File: src/design/loop_code_pkg.sv
// constants for the in-band loop code generator and detectors
package loop_code_pkg;
  // register byte offsets on apb
  localparam logic [7:0] tx_code_def_first_off = 8'h00;
  localparam logic [7:0] tx_code_def_second_off = 8'h04;
  localparam logic [7:0] inband_code_control_off = 8'h08;
  localparam logic [7:0] t1_common_control_one_off = 8'h0C;
  localparam logic [7:0] rx_up_code_first_off = 8'h10;
  localparam logic [7:0] rx_up_code_second_off = 8'h14;
  localparam logic [7:0] rx_down_code_first_off = 8'h18;
  localparam logic [7:0] rx_down_code_second_off = 8'h1C;
  localparam logic [7:0] rx_spare_code_first_off = 8'h20;
  localparam logic [7:0] rx_spare_code_second_off = 8'h24;
  localparam logic [7:0] rx_spare_code_control_off = 8'h28;
  localparam logic [7:0] status_three_off = 8'h2C;
  localparam logic [7:0] mode_control_off = 8'h30;
  // field positions
  localparam int tx_len_sel_lo_pos = 6;
  localparam int tx_len_sel_hi_pos = 7;
  localparam int up_len_pos = 0;
  localparam int down_len_pos = 3;
  localparam int tx_loop_code_enable_pos = 0;
  localparam int t1_mode_pos = 0;
  localparam int no_fbit_insert_pos = 1;
  localparam int loop_up_detected_pos = 5;
  localparam int loop_down_detected_pos = 6;
  localparam int spare_code_detected_pos = 7;
  // reset values
  localparam logic [7:0] code_rst = 8'h00;
  localparam logic [7:0] ctrl_rst = 8'h00;
  // frame length in bits
  localparam int frame_bits = 193;
  // detector window: 48 bits sampled, error tolerance count
  localparam int det_window = 48;
  localparam int det_max_err = 4;
endpackage

File: src/design/inband_loop_code_gen_detect.sv
// in-band loop code generator, three detectors and apb register file
//
// The register addresses and the APB interface to the registers were chosen for this implementation.
`timescale 1ns/1ns
`default_nettype none
module inband_loop_code_gen_detect (
  input wire logic pclk,
  input wire logic presetn,
  input wire logic psel,
  input wire logic penable,
  input wire logic pwrite,
  input wire logic [7:0] paddr,
  input wire logic [31:0] pwdata,
  output logic [31:0] prdata,
  output logic pready,
  output logic pslverr,
  input wire logic bit_en,
  input wire logic tx_data_in,
  input wire logic tx_fbit_slot,
  input wire logic rx_bit,
  output logic tx_data_out
);
  typedef struct packed {
    logic [7:0] tx_code_def_first;
    logic [7:0] tx_code_def_second;
    logic [7:0] inband_code_control;
    logic [7:0] ccr1;
    logic [7:0] up1;
    logic [7:0] up2;
    logic [7:0] dn1;
    logic [7:0] dn2;
    logic [7:0] sp1;
    logic [7:0] sp2;
    logic [7:0] scc;
    logic [7:0] mode;
    logic [3:0] tx_pos;
    logic tx_out;
    logic [31:0] rdata;
    logic ready;
    logic err;
  } top_state_t;
  top_state_t s_r;
  top_state_t s_nxt;
  logic t1_mode;
  logic [2:0] det_hit;
  logic [15:0] tx_code;
  logic [4:0] tx_len;
  logic [2:0] up_len;
  logic [2:0] dn_len;
  logic [2:0] sp_len;

  // detector length code: 0..6 give 1..7 bits, 7 gives 16 bits; 8-bit detection uses code 7 on a 16-bit pair
  function automatic logic [15:0] len_mask(input logic [2:0] l);
    logic [15:0] m;
    m = 16'hFFFF;
    if (l != 3'd7)
      m = ~(16'hFFFF >> ({1'b0, l} + 4'd1));
    return m;
  endfunction

  // tx length: 00 = 5, 01 = 6, 10 = 7, 11 = 16; other lengths repeat inside a 16-bit pair
  function automatic logic [4:0] tx_len_of(input logic [1:0] sel);
    logic [4:0] n;
    unique case (sel)
      2'b00: n = 5'd5;
      2'b01: n = 5'd6;
      2'b10: n = 5'd7;
      2'b11: n = 5'd16;
    endcase
    return n;
  endfunction

  assign t1_mode = s_r.mode[loop_code_pkg::t1_mode_pos];
  assign tx_code = {s_r.tx_code_def_first, s_r.tx_code_def_second};
  assign tx_len = tx_len_of({s_r.inband_code_control[loop_code_pkg::tx_len_sel_hi_pos], s_r.inband_code_control[loop_code_pkg::tx_len_sel_lo_pos]});
  // up/down from control, spare from own
  assign up_len = s_r.inband_code_control[loop_code_pkg::up_len_pos +: 3];
  assign dn_len = s_r.inband_code_control[loop_code_pkg::down_len_pos +: 3];
  assign sp_len = s_r.scc[2:0];

  always_comb
  begin
    s_nxt = s_r;
    s_nxt.ready = 1'b0;
    s_nxt.err = 1'b0;
    if (psel && !penable)
    begin
      s_nxt.ready = 1'b1;
      s_nxt.rdata = '0;
      unique case (paddr)
        loop_code_pkg::tx_code_def_first_off: s_nxt.rdata[7:0] = s_r.tx_code_def_first;
        loop_code_pkg::tx_code_def_second_off: s_nxt.rdata[7:0] = s_r.tx_code_def_second;
        loop_code_pkg::inband_code_control_off: s_nxt.rdata[7:0] = s_r.inband_code_control;
        loop_code_pkg::t1_common_control_one_off: s_nxt.rdata[7:0] = s_r.ccr1;
        loop_code_pkg::rx_up_code_first_off: s_nxt.rdata[7:0] = s_r.up1;
        loop_code_pkg::rx_up_code_second_off: s_nxt.rdata[7:0] = s_r.up2;
        loop_code_pkg::rx_down_code_first_off: s_nxt.rdata[7:0] = s_r.dn1;
        loop_code_pkg::rx_down_code_second_off: s_nxt.rdata[7:0] = s_r.dn2;
        loop_code_pkg::rx_spare_code_first_off: s_nxt.rdata[7:0] = s_r.sp1;
        loop_code_pkg::rx_spare_code_second_off: s_nxt.rdata[7:0] = s_r.sp2;
        loop_code_pkg::rx_spare_code_control_off: s_nxt.rdata[7:0] = s_r.scc;
        loop_code_pkg::mode_control_off: s_nxt.rdata[7:0] = s_r.mode;
        loop_code_pkg::status_three_off: s_nxt.rdata[7:5] = det_hit;
        default: s_nxt.err = 1'b1;
      endcase
      if (pwrite)
        s_nxt.rdata = '0;
    end
    // a write lands at the edge where the master samples pready high, not at setup
    if (psel && penable && pwrite && s_r.ready)
    begin
      unique case (paddr)
        loop_code_pkg::tx_code_def_first_off: s_nxt.tx_code_def_first = pwdata[7:0];
        loop_code_pkg::tx_code_def_second_off: s_nxt.tx_code_def_second = pwdata[7:0];
        loop_code_pkg::inband_code_control_off: s_nxt.inband_code_control = pwdata[7:0];
        loop_code_pkg::t1_common_control_one_off: s_nxt.ccr1 = pwdata[7:0];
        loop_code_pkg::rx_up_code_first_off: s_nxt.up1 = pwdata[7:0];
        loop_code_pkg::rx_up_code_second_off: s_nxt.up2 = pwdata[7:0];
        loop_code_pkg::rx_down_code_first_off: s_nxt.dn1 = pwdata[7:0];
        loop_code_pkg::rx_down_code_second_off: s_nxt.dn2 = pwdata[7:0];
        loop_code_pkg::rx_spare_code_first_off: s_nxt.sp1 = pwdata[7:0];
        loop_code_pkg::rx_spare_code_second_off: s_nxt.sp2 = pwdata[7:0];
        loop_code_pkg::rx_spare_code_control_off: s_nxt.scc = pwdata[7:0];
        loop_code_pkg::mode_control_off: s_nxt.mode = pwdata[7:0];
        loop_code_pkg::status_three_off: s_nxt.err = 1'b0;
        // unmapped writes were already refused with pslverr, decoded in the setup cycle and raised with pready in the next
        default: s_nxt.err = 1'b0;
      endcase
    end
    if (bit_en)
    begin
      // the framer marks the f-bit slot itself, so no local frame count is kept
      s_nxt.tx_out = tx_data_in;
      if (t1_mode && s_r.ccr1[loop_code_pkg::tx_loop_code_enable_pos])
      begin
        // 80h with length 00 gives 10000
        s_nxt.tx_out = tx_code[4'd15 - s_r.tx_pos];
        s_nxt.tx_pos = (5'(s_r.tx_pos) + 5'd1 >= tx_len) ? 4'h0 : s_r.tx_pos + 4'h1;
        if (tx_fbit_slot && !s_r.mode[loop_code_pkg::no_fbit_insert_pos])
          s_nxt.tx_out = tx_data_in;
      end
      else
        s_nxt.tx_pos = 4'h0;
    end
  end

  always_ff @(posedge pclk or negedge presetn)
  begin
    if (!presetn)
    begin
      s_r <= '0;
    end
    else
      s_r <= s_nxt;
  end

  // up to four compare errors per 48-bit window tolerated
  loop_code_detector u_up (
    .pclk(pclk), .presetn(presetn), .bit_en(bit_en), .rx_bit(rx_bit),
    .code({s_r.up1, s_r.up2}), .len_sel(up_len), .sel_len_mask(len_mask(up_len)),
    .enable(t1_mode), .detected(det_hit[0])
  );
  loop_code_detector u_dn (
    .pclk(pclk), .presetn(presetn), .bit_en(bit_en), .rx_bit(rx_bit),
    .code({s_r.dn1, s_r.dn2}), .len_sel(dn_len), .sel_len_mask(len_mask(dn_len)),
    .enable(t1_mode), .detected(det_hit[1])
  );
  loop_code_detector u_sp (
    .pclk(pclk), .presetn(presetn), .bit_en(bit_en), .rx_bit(rx_bit),
    .code({s_r.sp1, s_r.sp2}), .len_sel(sp_len), .sel_len_mask(len_mask(sp_len)),
    .enable(t1_mode), .detected(det_hit[2])
  );

  assign prdata = s_r.rdata;
  assign pready = s_r.ready;
  assign pslverr = s_r.err;
  assign tx_data_out = s_r.tx_out;
endmodule
`default_nettype wire

File: src/design/loop_code_detector.sv
// one repeating-code detector with error-tolerant windowed compare
`timescale 1ns/1ns
`default_nettype none
module loop_code_detector #(
  parameter int window = loop_code_pkg::det_window,
  parameter int max_err = loop_code_pkg::det_max_err
) (
  input wire logic pclk,
  input wire logic presetn,
  input wire logic bit_en,
  input wire logic rx_bit,
  input wire logic [15:0] code,
  input wire logic [2:0] len_sel,
  input wire logic [15:0] sel_len_mask,
  input wire logic enable,
  output logic detected
);
  typedef struct packed {
    logic [15:0] hist;
    logic [5:0] pos;
    logic [5:0] errs;
    logic [4:0] miss;
    logic hit;
  } det_state_t;
  det_state_t s_r;
  det_state_t s_nxt;
  logic [4:0] len;
  logic rot_hit;

  // true when the newest len bits are any rotation of the code, so a hit does not hang on pattern phase
  function automatic logic rotation_match(input logic [15:0] h, input logic [15:0] c, input logic [4:0] n);
    logic any;
    logic ok;
    any = 1'b0;
    for (int p = 0; p < 16; p++)
    begin
      ok = (p < int'(n));
      for (int j = 0; j < 16; j++)
      begin
        if (j < int'(n) && h[j] != c[15 - ((p >= j) ? (p - j) : (p - j + int'(n)))])
          ok = 1'b0;
      end
      any = any | ok;
    end
    return any;
  endfunction

  // length code 0..6 gives 1..7 bits; only code 7 has an all-ones mask and means sixteen
  assign len = (&sel_len_mask) ? 5'd16 : {2'b00, len_sel} + 5'd1;
  assign rot_hit = rotation_match(s_r.hist, code, len);

  // compare against the history len bits back, so a framing bit costs at most two errors per frame, once received and once len bits later
  always_comb
  begin
    s_nxt = s_r;
    if (!enable)
    begin
      s_nxt = '0;
    end
    else if (bit_en)
    begin
      s_nxt.hist = {s_r.hist[14:0], rx_bit};
      s_nxt.pos = s_r.pos + 6'd1;
      if (rx_bit != s_r.hist[len[3:0] - 4'd1] && s_r.pos >= 6'(len))
        s_nxt.errs = s_r.errs + 6'd1;
      if (s_r.pos == 6'(window - 1))
      begin
        s_nxt.pos = '0;
        s_nxt.errs = '0;
        if (s_r.errs <= 6'(max_err) && rot_hit)
        begin
          s_nxt.hit = 1'b1;
          s_nxt.miss = '0;
        end
        // a window that fails either test counts as bad
        else
        begin
          s_nxt.miss = s_r.miss + 5'd1;
          if (s_r.miss == 5'd3)
            s_nxt.hit = 1'b0;
        end
      end
    end
  end

  always_ff @(posedge pclk or negedge presetn)
  begin
    if (!presetn)
      s_r <= '0;
    else
      s_r <= s_nxt;
  end

  assign detected = s_r.hit;
endmodule
`default_nettype wire

File: config.mk
export PLATFORM = sky130hd
export DESIGN_NAME = inband_loop_code_gen_detect
export DESIGN_NICKNAME = d
export VERILOG_FILES = /design/src/design/loop_code_pkg.sv /design/src/design/inband_loop_code_gen_detect.sv /design/src/design/loop_code_detector.sv
export SDC_FILE = /design/constraint.sdc
export NUM_CORES = 1
export LEC_CHECK = 0
export BUFFER_PORTS_ARGS = -buffer_cell sky130_fd_sc_hd__buf_2
export CAP_MARGIN = 20
export CELL_PAD_IN_SITES_DETAIL_PLACEMENT = 1
export CELL_PAD_IN_SITES_GLOBAL_PLACEMENT = 1
export CORE_UTILIZATION = 30
export CTS_CLUSTER_SIZE = 28
export DETAILED_ROUTE_END_ITERATION = 6
export PLACE_DENSITY_LB_ADDON = 0.1
export SYNTH_ARGS = -nofsm -noshare
export SYNTH_HDL_FRONTEND = slang
export SYNTH_SLANG_ARGS = --single-unit
File: constraint.sdc
create_clock -name pclk -period 13.3 [get_ports pclk]
set_input_delay 3.325 -clock pclk [delete_from_list [all_inputs] [get_ports pclk]]
set_output_delay 3.325 -clock pclk [all_outputs]
set_load 0.005 [all_outputs]
* Yosys cells after proc, flatten, opt, wreduce, memory -nomap -nowiden
Index checks and enable logic that the tools add are counted.
** Storage, ports and cells
- Register bits :: 213
- Input bits :: 49
- Output and inout bits :: 35
- Word-level logic and storage cells :: 2860
** Cells by class
- Add/sub/neg operators :: 111
- Magnitude comparators :: 104
- Equal/unequal tests :: 805
- Shift operators :: 3
- Muxes and demuxes :: 947
- Bitwise operators :: 48
- Reduce and logical (&&, ||, !) cells :: 810
** Operator list (number)
- $lt 32x6->1 const B :: 45
- $sub 5x32->32 const A :: 45
- $mux 1 :: 870
- $logic_and 1x1->1 :: 780
- $ne 1x1->1 :: 771
- $mux 34 :: 6
- $bmux 1 s4 :: 49
- $add 5x6->7 const A :: 21
- $lt 4x5->1 const A :: 24
- $add 4x6->7 const A :: 12
- $lt 3x5->1 const A :: 12
- $pmux 5 s12 :: 1
- $mux 18 :: 3
- $mux 16 :: 3
- $not 16->16 :: 3
- $reduce_and 16->1 :: 3
- $shr 16x4->16 const A :: 3
- $or 1x1->1 :: 45
- $add 3x6->7 const A :: 6
- $eq 8x6->1 const B :: 5
- $pmux 3 s13 :: 1
- $add 6x1->6 const B :: 6
- $mux 6 :: 6
- $reduce_and 2->1 :: 18
- 36 further kinds :: 90

* Logic depth before layout (Yosys ltp)
Gate-level depths: netlist of run 1.
- Depth in word-level cells :: 48
- Mapped depth :: 24

* By module
Synthesis of run 1 repeated with hierarchy kept, for this count alone.
** Unflattened totals
- Cells, all modules :: 3652
- Area total of the unflattened synthesis :: 30098.9 um^2
** Modules (own cells, without submodules)
- loop_code_detector at u_dn :: instances 1, cells each 1110, area each 8320.5 um^2
- loop_code_detector at u_up :: instances 1, cells each 1044, area each 7991.4 um^2
- loop_code_detector at u_sp :: instances 1, cells each 972, area each 7523.5 um^2
- inband_loop_code_gen_detect :: instances 1, cells each 526, area each 6263.5 um^2

* Worst setup path after synthesis of run 1
OpenSTA, ideal clock, no wires.
- Path type :: reg-to-reg
- Start :: register s_r[111] in the netlist's numbering
- End :: register u_up.s_r[3] in the netlist's numbering
- Library setup time :: 0.118 ns
- Arrival :: 5.447 ns
- Setup slack :: 7.735 ns
- Stages on the path, launching flop included :: 22
- Clock period less this slack :: 5.565 ns
- Cells stage by stage :: dfrtp_1 -> buf_4 -> buf_4 -> buf_2 -> inv_1 -> ha_1 -> clkbuf_2 -> clkbuf_1 -> a21bo_2 -> ha_1 -> clkbuf_1 -> mux4_2 -> mux4_2 -> buf_2 -> xor2_1 -> a221oi_1 -> nand3_1 -> or4_1 -> and4_1 -> o2111ai_2 -> o21ai_1 -> a21o_1
** On the way
- Longest elaborated chain between the ends :: 48
** Ends and longest elaborated chain
- start, declared :: RTL line inband_loop_code_gen_detect.sv:42 : top_state_t s_r;
- start signal, assigned :: RTL line inband_loop_code_gen_detect.sv:154 : s_r <= s_nxt;
- $add 3x1->4 :: RTL line inband_loop_code_gen_detect.sv:57, loop_code_detector.sv:49
- $shr 16x4->16 :: RTL line inband_loop_code_gen_detect.sv:57 : m = ~(16'hFFFF >> ({1'b0, l} + 4'd1));
- $not 16->16 :: RTL line inband_loop_code_gen_detect.sv:57
- $mux 16 :: RTL line inband_loop_code_gen_detect.sv:56 : if (l != 3'd7)
- $reduce_and 16->1 :: RTL line loop_code_detector.sv:49 : assign len = (&sel_len_mask) ? 5'd16 : {2'b00, len_sel} + 5'd1;
- $mux 5 (*) :: RTL line loop_code_detector.sv:49
- $add 1x6->7 :: RTL line loop_code_detector.sv:40 : if (j < int'(n) && h[j] != c[15 - ((p >= j) ? (p - j) : (p - j + int'(n)))])
- $sub 5x32->32 :: RTL line loop_code_detector.sv:40
- [... 5 more ...]
- $mux 1 (15 in a row) :: RTL line loop_code_detector.sv:40
- $or 1x1->1 (14 in a row) :: RTL line loop_code_detector.sv:43 : any = any | ok;
- $or 1x1->1 (*) :: RTL line loop_code_detector.sv:43
- $logic_and 1x1->1 (*) :: RTL line loop_code_detector.sv:70 : if (s_r.errs <= 6'(max_err) && rot_hit)
- $mux 6 (*) :: RTL line loop_code_detector.sv:70
- $mux 18 (*) :: RTL line loop_code_detector.sv:66 : if (s_r.pos == 6'(window - 1))
- $mux 34 (*) :: RTL line loop_code_detector.sv:60 : else if (bit_en)
- $mux 34 (*) :: RTL line loop_code_detector.sv:56 : if (!enable)
- end signal, assigned :: RTL line loop_code_detector.sv:91 : s_r <= s_nxt;
- end, declared :: RTL line loop_code_detector.sv:25 : det_state_t s_r;
Mark *: on every way between the ends. The rest lies on a longest branch, timed or not. The select of a mux whose other input is x is not followed.
A chain may end at the register's enable or synchronous reset.

* Worst setup path in the final report of run 1
- Start :: register s_r (netlist bit dn_len[0])
- End :: register u_dn.s_r[5] in the netlist's numbering
** On the way
- Longest elaborated chain between the ends :: 48
** Ends and longest elaborated chain (RTL line)
- $add 3x1->4 :: inband_loop_code_gen_detect.sv:57, loop_code_detector.sv:49
- $shr 16x4->16 :: inband_loop_code_gen_detect.sv:57
- $not 16->16 :: inband_loop_code_gen_detect.sv:57
- $mux 16 :: inband_loop_code_gen_detect.sv:56
- $reduce_and 16->1 :: loop_code_detector.sv:49
- $mux 5 (*) :: loop_code_detector.sv:49
- $add 1x6->7 :: loop_code_detector.sv:40
- $sub 5x32->32 :: loop_code_detector.sv:40
- [... 5 more ...]
- $mux 1 (15 in a row) :: loop_code_detector.sv:40
- $or 1x1->1 (14 in a row) :: loop_code_detector.sv:43
- $or 1x1->1 (*) :: loop_code_detector.sv:43
- $logic_and 1x1->1 (*) :: loop_code_detector.sv:70
- $mux 6 (*) :: loop_code_detector.sv:70
- $mux 18 (*) :: loop_code_detector.sv:66
- $mux 34 (*) :: loop_code_detector.sv:60
- $mux 34 (*) :: loop_code_detector.sv:56
- end signal, assigned :: loop_code_detector.sv:91
- end, declared :: loop_code_detector.sv:25
Marked as above.

==> results.rst, run 1 <==
.. list-table::
   :header-rows: 1

   * - Metric
     - Value
   * - Share of the synthesized area in the top cell type
     - 16.4%
   * - PD cells
     - 39.7 nW/um^2
   * - Total length of routed met2 wires
     - 60400 microns
   * - Antenna viol nets, final
     - 0
   * - Number of buffers added to fix hold violations after cts
     - 0
   * - Drt initial violations
     - roughly 2100
   * - Fin crit period
     - 7.43 ns
   * - Floorplan Core Area
     - roughly 91000 sq um
   * - Fin. max-slew vios
     - 0
   * - Fraction of final layout cells sized beyond drive strength 1
     - between 10 and 15%
   * - Placer's final routability congestion estimate
     - 0.904
   * - Worst setup slack for register-to-register paths
     - 5.87 ns
   * - Diode insertion count for antenna repair
     - 0
   * - Starting Density
     - between 30% and 40%
   * - Final setup vio count
     - 0
   * - DR WL/cell
     - 29.9 microns
   * - Max-slew headroom
     - 17.1%
   * - Post-route clock period utilization
     - between 50 and 60%
   * - Final total power
     - 0.00116 W
   * - Cell accounting for the most synthesized area
     - dfrtp_1
   * - Crit Path Category
     - flip-flop to flip-flop
   * - Count of unique library cells instantiated by Yosys
     - 110
   * - Crit path arrival time
     - 7.76 ns
   * - Bufs and invs on worst path
     - 4
   * - Maximum achievable frequency
     - 135 MHz
   * - Final design utilization
     - 32.2%
   * - Cells taking the most area after synthesis
     - dfrtp_1 (16%), xnor2_1 (15%), xor2_1 (10%)
   * - Largest vdd supply drop
     - 0.0918 mV
   * - DRC violation count after routing
     - 0
   * - Path type of the worst min-delay path
     - flip-flop to flip-flop
   * - Antenna violations before repair
     - 1
   * - Total I/O pin count
     - 84
   * - Most used cell, CP
     - ha_1
   * - Drt total wl
     - 129000 microns
   * - Final HPWL from detailed placement
     - 88300 microns
   * - Synthesis-to-layout area growth
     - 5.46%
   * - Final global-route overflow total
     - 0
   * - CTS tree
     - yes
   * - Clk slew on worst S/H paths
     - 0.07 ns
   * - Floorplan row count
     - 110
   * - Category of the worst setup path capture point
     - flip-flop
   * - Flop and latch count out of synthesis
     - 181
   * - Yosys warning count
     - 0
   * - Result of the run
     - completed
   * - Die Area
     - 93300 sq um
   * - Most common library cell in the layout ignoring fill and taps
     - xnor2_1
   * - MaxCap Viol Count
     - 0
   * - Die outline width
     - 305 microns
   * - Sum of negative setup slack
     - 0 ns
   * - Setup repair after global routing missed its margin
     - false
   * - Number of global-route vias before repair
     - 27400
   * - Largest driver fanout on the critical path
     - 31
   * - Post-CTS Setup Repair Bufs
     - 0
   * - Count of final hold-check violations
     - 0
   * - Detailed-routing wirelength on met1
     - 59300 microns
   * - Root cell of the clock tree
     - clkbuf_16
   * - Post-Synthesis Cells
     - roughly 3300
   * - CTS sink cnt
     - 181
   * - Clock insertion delay at the later pin of the skew report
     - ~0.45 ns
   * - Wire length of the first global-routing pass
     - 191000 microns
   * - Commonest cells after routing, fill and taps aside
     - xnor2_1 (458), xor2_1 (317), nand2_1 (185)
   * - Deepest clock path buffer count
     - 2
   * - Net count of the finished layout
     - 3240
   * - Launching element type of the critical path
     - flip-flop
   * - Transition time of the tightest slew-check pin
     - around 1.2 ns
   * - Share of synthesized area occupied by flip-flops and latches
     - approximately 16%
   * - Highest-delay cell along the critical path
     - a2111oi_0
   * - Max H-tree Level
     - 4
   * - Post-synth EDFFs
     - 0
   * - Uppermost signal routing layer after detailed routing
     - met5
   * - Required time of the critical path
     - roughly 14 ns
   * - Path length in cells of the critical path
     - 21
   * - Cell family contributing the most delay on the critical path
     - compound AO/OA/AOI/OAI gates
   * - Delay of the slowest cell on the worst path
     - between 0.9 and 1 ns
   * - Port-buffer cells
     - 35
   * - # resized after CTS
     - 0
   * - Via count of the routed design
     - 26400
   * - Cell area after synthesis
     - approximately 28000 sq um
   * - Routed vias/inst
     - 6.12
   * - Die height
     - roughly 300 microns
   * - Worst r2r path cells
     - 21
   * - Static leakage
     - 12.1 nW
   * - Instance count along the most critical hold path
     - 1
   * - Pin count of the biggest net entering global routing
     - roughly 120
   * - Flip-flop cell with the highest count after synthesis
     - dfrtp_1
   * - Average cell area after synthesis
     - 8.38 sq um
   * - Asr flop ratio synth
     - 100%
   * - Iteration count of the initial detailed-routing pass
     - 6
   * - Skew final
     - ~0.009 ns
   * - Routed wl met3
     - roughly 6100 microns
   * - Chain of cells forming the critical path
     - buf_4, ha_1, ha_1, nand4b_1, nand2_1, buf_4, nor2_2, inv_2, ha_1, inv_1, nand2_1, and3_1, o22ai_1, a2111oi_0, o221ai_1, a2111oi_0, and3_1, nor4_1, a21oi_4, nor2_2, a221o_1
   * - Global-route usage over all layers
     - ~27%
   * - Clock buffer count from CTS
     - 17
==> metal layers <==
layer  vias to the layer above  global-route usage (%)
met5                         -                       0
met4                         2                    6.88
met3                       157                    2.45
met2                       902                    44.6
met1                     13800                    37.5
li1                      11500                       -
==> path summary, 6_finish.rpt <==
check / from / endpoint
max: dn_len[0] / u_dn.s_r[5]
min: prdata[5] / prdata[5]
max reg2reg: dn_len[0] / u_dn.s_r[5]
min reg2reg: prdata[5] / prdata[5]
max in group asynchronous: presetn / u_up.s_r[32]
min in group asynchronous: presetn / tx_data_out
==> layout make-up <==
type	instances	area [sq um]
Sequential cell	181	4570
Clock buffer	24	472
Timing Repair Buffer	140	972
Fill cell	10600	61400
Inverter	63	239
Tap cell	1176	1470
Multi-Input combinational cell	2720	21300
Clock inverter	8	103
==> synth_stat cells, types with 49 or more instances <==
cell type and number:
nor2b_1 50, ha_1 68, o21ai_0 134, nor3_1 55, buf_1 92, a221oi_1 52
a21oi_1 111, nand3_1 61, buf_4 49, mux2_2 122, dfrtp_1 181, xnor2_1 458
mux2i_1 173, buf_2 60, nor2_1 142, nand2_1 185, clkbuf_1 142, xor2_1 318
==> cell families after synthesis <==
kind of cell / Yosys count / synth area share, %
compound gates: 771 / 20.3
xor+xnor: 779 / 24.9
fa+ha+maj: 70 / 3.15
buf+inv: 418 / 6.91
flops: 181 / 16.4
mux: 336 / 14.6
other cells: 1 / 0.0136
simple gates: 740 / 13.8
==> sequential cells by signal (all words and copies together) (netlist names) <==
register       cells
u_up.detected      1
tx_data_out        1
u_sp.detected      1
prdata             8
u_sp.s_r          17
pready             1
s_r               97
u_dn.detected      1
u_up.s_r          33
dn_len             3
u_dn.s_r          17
pslverr            1
==> report_power, final <==
| part | internal [W] | switching [W] |
|---|---|---|
| combinational | 0.0000277 | 0.0000636 |
| clock | 0.000287 | 0.000223 |
| sequential | 0.000552 | 0.00000297 |
==> worst reg2reg max path, cell delays in order, from the launching register on <==
cell       delay [ns]
dfrtp_1          0.32
buf_4            0.32
ha_1             0.26
ha_1             0.34
nand4b_1         0.29
nand2_1          0.14
buf_4            0.33
nor2_2           0.19
inv_2            0.40
ha_1             0.52
inv_1            0.20
nand2_1          0.16
and3_1           0.54
o22ai_1          0.17
a2111oi_0        0.95
o221ai_1         0.28
a2111oi_0        0.62
and3_1           0.27
nor4_1           0.14
a21oi_4          0.40
nor2_2           0.14
a221o_1          0.33
==> metrics by stage <==
stage / cell area, sq um / hold slack [ns] / worst slack (ns) / cells
after floorplan: 27700 / 0.451 / 7.73 / 3319
after global placement: 28600 / 0.464 / 6.13 / 4279
after detailed placement: 28600 / 0.465 / 6.13 / 4280
after CTS: 29100 / 0.482 / 6.09 / 4312
after global routing: 29100 / 0.509 / 5.66 / 4312
final: 29100 / 0.478 / 5.87 / 4312
Power figures use the tool's default switching activity.
==> run 2: changes to the inputs <==
==> constraint.sdc (replaced) <==
create_clock -name pclk -period 6.7 [get_ports pclk]
set_input_delay 1.675 -clock pclk [delete_from_list [all_inputs] [get_ports pclk]]
set_output_delay 1.675 -clock pclk [all_outputs]
set_load 0.005 [all_outputs]
==> run 2 against run 1 <==
  * Power grew 100%
  * Sequential power grew 98%
  * Non-clock buffer count grew 38
  * Combinational power grew 100%
  * Worst setup slack lost 5.6 ns
  * Hold slack gained 0.015 ns
  * Register-to-register slack lost 5.6 ns
==> results.rst, run 2 (synthesis results as in run 1) <==
.. list-table::
   :header-rows: 1

   * - Metric
     - Value
   * - Die Area
     - 93300 sq um (unchanged)
   * - Min Hold Slack
     - 0.493 ns (+0.0148 ns)
   * - Fin crit period
     - 6.41 ns (-1.02 ns)
   * - Sum of negative setup slack
     - 0 ns (unchanged)
   * - Clk slew on worst S/H paths
     - 0.07 ns (about the same)
   * - Path type of the worst min-delay path
     - flip-flop to flip-flop
   * - Registers with the highest flip-flop counts
     - s_r: 97 flops, u_up.s_r: 33 flops
   * - Setup slack at placement
     - 0.150 ns (-5.98 ns)
   * - Floorplan Core Area
     - 90600 sq um (unchanged)
   * - Final HPWL from detailed placement
     - 91300 microns (+3.4%)
   * - Deepest clock path buffer count
     - 2 (unchanged)
   * - Floorplan row count
     - 110 (unchanged)
   * - Layout fillers
     - 10600 (+0.41%)
   * - Placer's final routability congestion estimate
     - 0.921 (+1.9%)
   * - Drt initial violations
     - 2259 (+7.3%)
   * - # resized after CTS
     - 0 (unchanged)
   * - Largest vdd supply drop
     - 0.203 mV (+120%)
   * - Die height
     - 305 microns (unchanged)
   * - Crit Path Category
     - flip-flop to flip-flop
   * - Max H-tree Level
     - 4 (unchanged)
   * - Drt total wl
     - 130000 microns (+1.3%)
   * - Highest-delay cell along the critical path
     - nor4_1
   * - Crit path arrival time
     - 6.80 ns (-0.96 ns)
   * - Register with the highest flop count
     - s_r
   * - Via count of the routed design
     - 26600 (+1.0%)
   * - Antenna violations before repair
     - 1 (unchanged)
   * - DR WL/cell
     - 30.0 microns (+0.39%)
   * - Number of buffers added to fix hold violations after cts
     - 0 (unchanged)
   * - Chain of cells forming the critical path
     - ha_1, ha_1, and4b_1, nor2_8, inv_4, ha_2, mux4_2, o21ai_0, and2_1, xnor2_1, a22oi_1, o2111ai_1, nor3_1, nor4_1, a21oi_4, nor4_1, a221o_1
   * - Max-slew headroom
     - 16.2% (-0.94 points)
   * - Post-CTS Setup Repair Bufs
     - 0 (unchanged)
   * - PD cells
     - 78.7 nW/um^2 (+98%)
   * - Fin. max-slew vios
     - 0 (unchanged)
   * - Filler-free cell count of the finished design
     - 4350 (+0.88%)
   * - MaxCap Viol Count
     - 0 (unchanged)
   * - Total I/O pin count
     - 84 (unchanged)
   * - Launching element type of the critical path
     - flip-flop
   * - Delay of the slowest cell on the worst path
     - 1.04 ns (+0.09 ns)
   * - Fraction of final layout cells sized beyond drive strength 1
     - 14.7% (+1.2 points)
   * - Result of the run
     - completed
   * - Diode insertion count for antenna repair
     - 0 (unchanged)
   * - Instance count after placement with tap cells included
     - 4316 (+0.84%)
   * - CTS sink cnt
     - 181 (unchanged)
   * - Max FFs per register
     - 97 (unchanged)
   * - DRC violation count after routing
     - 0 (unchanged)
   * - Maximum achievable frequency
     - 156 MHz (+16%)
   * - Final global-route overflow total
     - 0 (unchanged)
   * - Port-buffer cells
     - 35 (unchanged)
   * - Die outline width
     - 305 microns (unchanged)
   * - Skew final
     - 0.0142 ns (+0.00521 ns)
   * - Static leakage
     - 12.3 nW (+1.8%)
   * - Iteration count of the initial detailed-routing pass
     - 5 (-1)
   * - Routed vias/inst
     - 6.12 (+0.12%)
   * - CTS tree
     - yes
   * - Synthesis-to-layout area growth
     - 6.65%
   * - Transition time of the tightest slew-check pin
     - 1.25 ns (+0.0156 ns)
   * - Worst path setup slack after routing
     - 0.292 ns (-5.58 ns)
   * - Critical Path Sink
     - u_dn.s_r[5]
   * - Starting Density
     - 30.5% (unchanged)
   * - End of the worst register-to-register path
     - u_dn.s_r[5]
   * - Final setup vio count
     - 0 (unchanged)
   * - Wire length of the first global-routing pass
     - 193000 microns (+1.0%)
   * - Net count of the finished layout
     - 3278 (+1.2%)
   * - Antenna viol nets, final
     - 0 (unchanged)
   * - Largest driver fanout on the critical path
     - 12 (-61%)
   * - Category of the worst setup path capture point
     - flip-flop
   * - Required time of the critical path
     - 7.09 ns (-6.54 ns)
   * - Worst r2r path cells
     - 17 (-19%)
   * - Clock buffer count from CTS
     - 17 (unchanged)
   * - Most common library cell in the layout ignoring fill and taps
     - xnor2_1
   * - Root cell of the clock tree
     - clkbuf_16
   * - Clock insertion delay at the later pin of the skew report
     - 0.46 ns (about the same)
   * - Count of final hold-check violations
     - 0 (unchanged)
   * - Start point of the critical path
     - dn_len[0]
   * - Commonest cells after routing, fill and taps aside
     - xnor2_1 (457), xor2_1 (317), nand2_1 (185)
   * - Setup repair after global routing missed its margin
     - false
   * - Global-route usage over all layers
     - 27.3% (+0.33 points)
   * - Pin count of the biggest net entering global routing
     - 70 (-39%)
   * - Post-route clock period utilization
     - 95.6% (+40 points)
   * - Crit Reg-Reg Startpoint
     - dn_len[0]
   * - Worst setup slack for register-to-register paths
     - 0.29 ns (-5.58 ns)
   * - Number of global-route vias before repair
     - 27300 (-0.24%)
## run 2: cell count changes in the layout (fill, tap and decap cells not counted), sizes merged
cell    delta
clkbuf     -7
bufinv     -1
inv        +9
clkinv     -1
buf       +38
## run 2: where the power goes
part	internal, W	switching, W	leakage [nW]	total [W]
clock	0.000531	0.000503	0.284	0.00103
sequential	0.00110	0.00000682	2.49	0.00110
combinational	0.0000568	0.000128	9.54	0.000185
## run 2: worst min-delay path by stage
stage              start   endpoint  slack, ns  cells past startpoint
2_1_floorplan  prdata[0]  prdata[0]       0.45                      1
3_3_place_gp   prdata[3]  prdata[3]       0.46                      1
3_5_place_dp   prdata[1]  prdata[1]       0.47                      1
4_1_cts        prdata[1]  prdata[1]       0.50                      1
5_1_grt        prdata[1]  prdata[1]       0.51                      1
6_report       prdata[1]  prdata[1]       0.49                      1
## run 2: layout make-up
cell class	count	area (sq um)	share of cell area (%)
multi-input combinational	2720	21300	72.3
sequential	181	4570	15.5
tap	1176	1470	4.99
timing repair buffer	178	1280	4.35
clock buffer	17	425	1.44
inverter	63	239	0.811
clock inverter	15	160	0.544
## run 2: worst max-delay path, delay by kind of cell (launching register included)
family | cells | cell delay, ns
and+or+nand+nor | 6 | 2.69
adders and majority gates | 3 | 1.15
AOI/OAI and AO/OA | 5 | 0.98
muxes | 1 | 0.69
DFF | 1 | 0.47
xor gates and xnor gates | 1 | 0.18
buffers and inverters | 1 | 0.16
## run 2: metal layers
metal	track usage (%)	up-vias	share of wire, %
met2	44.3	835	46
met1	38.1	14000	46
met5	0	-	0
li1	-	11600	-
met3	2.78	188	4.6
met4	7.97	0	2.6
## run 2: per-stage QoR
step,utilization (%),total power (W),cell area [sq um]
6_report,32.5,0.00232,29500
3_5_place_dp,31.8,0.00131,28800
2_1_floorplan,-,0.00123,27700
4_1_cts,32.5,0.00235,29400
3_3_place_gp,31.8,0.00130,28800
5_1_grt,32.5,0.00240,29500
==> run 3: changes to the inputs <==
--- a/config.mk
+++ b/config.mk
@@ -13,6 +13,7 @@
 export CTS_CLUSTER_SIZE = 28
 export DETAILED_ROUTE_END_ITERATION = 6
 export PLACE_DENSITY_LB_ADDON = 0.1
+export REMOVE_ABC_BUFFERS = 1
 export SYNTH_ARGS = -nofsm -noshare
 export SYNTH_HDL_FRONTEND = slang
 export SYNTH_SLANG_ARGS = --single-unit
==> run 3 against run 2 <==
  * Sequential share of layout area about the same
  * Routed wire length increased by 1.3%
  * Combinational power is essentially flat
  * First-iteration DRC count shrank 9.8%
  * Worst setup slack worse by 0.025 ns
  * Global-route usage up 0.42 points
  * Via count increased by 0.23%
  * Non-clock buffer count increased by 5
==> results.rst, run 3 (synthesis results as in run 1) <==
.. list-table::
   :header-rows: 1

   * - Metric
     - Value
   * - CTS sink cnt
     - 181 (unchanged)
   * - Floorplan row count
     - 110 (unchanged)
   * - Iteration count of the initial detailed-routing pass
     - 7 (+2)
   * - Start point of the critical path
     - s_r[111]
   * - Antenna violations before repair
     - 2 (+1)
   * - Die Area
     - 93300 sq um (unchanged)
   * - Filler-free cell count of the finished design
     - 4355 (+0.11%)
   * - Worst path setup slack after routing
     - 0.267 ns (-0.0254 ns)
   * - Fin. max-slew vios
     - 0 (unchanged)
   * - Startpoint of the lowest-slack hold path
     - prdata[6]
   * - DRC violation count after routing
     - 0 (unchanged)
   * - PD cells
     - 77.6 nW/um^2 (-1.5%)
   * - Min Hold Slack
     - 0.480 ns (-0.0133 ns)
   * - DR WL/cell
     - 30.3 microns (+1.2%)
   * - Drt total wl
     - 132000 microns (+1.3%)
   * - Number of buffers added to fix hold violations after cts
     - 0 (unchanged)
   * - Final total power
     - 0.00229 W (-1.4%)
   * - Net count of the finished layout
     - 3283 (+0.15%)
   * - Most common library cell in the layout ignoring fill and taps
     - xnor2_1
   * - Final global-route overflow total
     - 0 (unchanged)
   * - CTS tree
     - yes
   * - Static leakage
     - 12.3 nW (+0.13%)
   * - Required time of the critical path
     - 7.03 ns (-0.06 ns)
   * - Fraction of final layout cells sized beyond drive strength 1
     - 14.7% (about the same)
   * - Fin crit period
     - 6.43 ns (+0.0254 ns)
   * - Deepest clock path buffer count
     - 2 (unchanged)
   * - Path type of the worst min-delay path
     - flip-flop to flip-flop
   * - Via count of the routed design
     - 26700 (+0.23%)
   * - Max H-tree Level
     - 4 (unchanged)
   * - Starting Density
     - 30.5% (unchanged)
   * - MaxCap Viol Count
     - 0 (unchanged)
   * - Die height
     - 305 microns (unchanged)
   * - Synthesis-to-layout area growth
     - 6.69% (about the same)
   * - Crit Reg-Reg Startpoint
     - s_r[111]
   * - Highest-delay cell along the critical path
     - a2111oi_0
   * - Root cell of the clock tree
     - clkbuf_16
   * - Transition time of the tightest slew-check pin
     - 1.22 ns (-0.0251 ns)
   * - Drt initial violations
     - 2037 (-9.8%)
   * - Clk slew on worst S/H paths
     - 0.08 ns (about the same)
   * - Final HPWL from detailed placement
     - 92400 microns (+1.2%)
   * - Register with the highest flop count
     - s_r
   * - Number of global-route vias before repair
     - 27600 (+1.2%)
   * - Crit path arrival time
     - 6.76 ns (-0.04 ns)
   * - Setup repair after global routing missed its margin
     - false
   * - Max-slew headroom
     - 17.8% (+1.6 points)
   * - Floorplan Core Area
     - 90600 sq um (unchanged)
   * - Count of final hold-check violations
     - 0 (unchanged)
   * - Diode insertion count for antenna repair
     - 0 (unchanged)
   * - Skew final
     - 0.0181 ns (+0.00392 ns)
   * - Chain of cells forming the critical path
     - buf_4, ha_1, ha_1, buf_4, a21boi_2, inv_1, ha_1, xnor2_1, nand2_1, a32oi_1, nand2_1, xnor2_1, a2111oi_0, buf_4, o221ai_1, o2111a_1, and4_1, o2111ai_2, o21ai_1, a21o_1
   * - Die outline width
     - 305 microns (unchanged)
   * - Clock insertion delay at the later pin of the skew report
     - 0.44 ns (-0.02 ns)
   * - Wire length of the first global-routing pass
     - 196000 microns (+1.3%)
   * - Final setup vio count
     - 0 (unchanged)
   * - Result of the run
     - completed
   * - Post-CTS Setup Repair Bufs
     - 0 (unchanged)
   * - Placer's final routability congestion estimate
     - 0.897 (-2.6%)
   * - Maximum achievable frequency
     - 155 MHz (-0.40%)
   * - Pin count of the biggest net entering global routing
     - 89 (+27%)
   * - Final design utilization
     - 32.5% (about the same)
   * - Antenna viol nets, final
     - 0 (unchanged)
   * - Delay of the slowest cell on the worst path
     - 0.84 ns (-0.20 ns)
   * - # resized after CTS
     - 0 (unchanged)
   * - Launching element type of the critical path
     - flip-flop
   * - Registers with the highest flip-flop counts
     - s_r: 97 flops, u_up.s_r: 33 flops
   * - Routed vias/inst
     - 6.13 (+0.12%)
   * - Global-route usage over all layers
     - 27.8% (+0.42 points)
   * - Clock buffer count from CTS
     - 17 (unchanged)
   * - Port-buffer cells
     - 35 (unchanged)
   * - Total I/O pin count
     - 84 (unchanged)
   * - Instance count after placement with tap cells included
     - 4323 (+0.16%)
   * - Largest vdd supply drop
     - 0.122 mV (-40%)
   * - Largest driver fanout on the critical path
     - 13 (+1)
   * - Post-route clock period utilization
     - 96.0% (+0.38 points)
   * - Commonest cells after routing, fill and taps aside
     - xnor2_1 (458), xor2_1 (317), nand2_1 (185)
   * - Category of the worst setup path capture point
     - flip-flop
   * - Crit Path Category
     - flip-flop to flip-flop
   * - Setup slack at placement
     - 0.458 ns (+0.307 ns)
   * - Max FFs per register
     - 97 (unchanged)
## run 3: routing by layer
layer	vias up	track usage, %	wire length (microns)
li1	11600	-	-
met1	14000	38.4	60300
met2	891	45.9	62000
met3	204	1.95	6090
met4	2	8.39	3690
met5	-	0	13
## run 3: where the power goes
group	total, W	internal, W	leakage, nW	switching (W)
logic	0.000184	0.0000566	9.55	0.000127
clock network	0.00100	0.000507	0.284	0.000492
registers	0.00110	0.00109	2.49	0.00000796
## run 3: layout make-up
class / instances / area, sq um
Tap cell: 1176 / 1470
Clock inverter: 13 / 129
Clock buffer: 19 / 443
Multi-Input combinational cell: 2720 / 21300
Timing Repair Buffer: 183 / 1330
Inverter: 63 / 239
Sequential cell: 181 / 4570
Fill cell: 10600 / 61100
## run 3: metrics by stage
stage,cell area (sq um),TNS (ns)
finish,29500,0
global route,29500,0
CTS,29500,0
detailed placement,28900,0
global placement,28900,0
floorplan,26000,-2.82
## run 3: worst paths after layout
| check | end | depth (start not counted) | slack (ns) |
|---|---|---|---|
| min reg2reg | prdata[6] | 1 | 0.48 |
| max | u_up.s_r[3] | 20 | 0.27 |
| min in group asynchronous | u_sp.s_r[16] | 1 | 1.33 |
| min | prdata[6] | 1 | 0.48 |
| max in group asynchronous | u_up.s_r[27] | 2 | 4.12 |
| max reg2reg | u_up.s_r[3] | 20 | 0.27 |
## run 3: worst max-delay path: cells and delay by family, from the launching register on
kind,cells,cell delay (ns)
AO/OA/AOI/OAI,8,2.51
XOR/XNOR,2,0.92
adder cells (fa/ha/maj),3,0.80
buffers and inverters,4,0.91
flip-flops,1,0.41
AND/OR/NAND/NOR,3,0.76
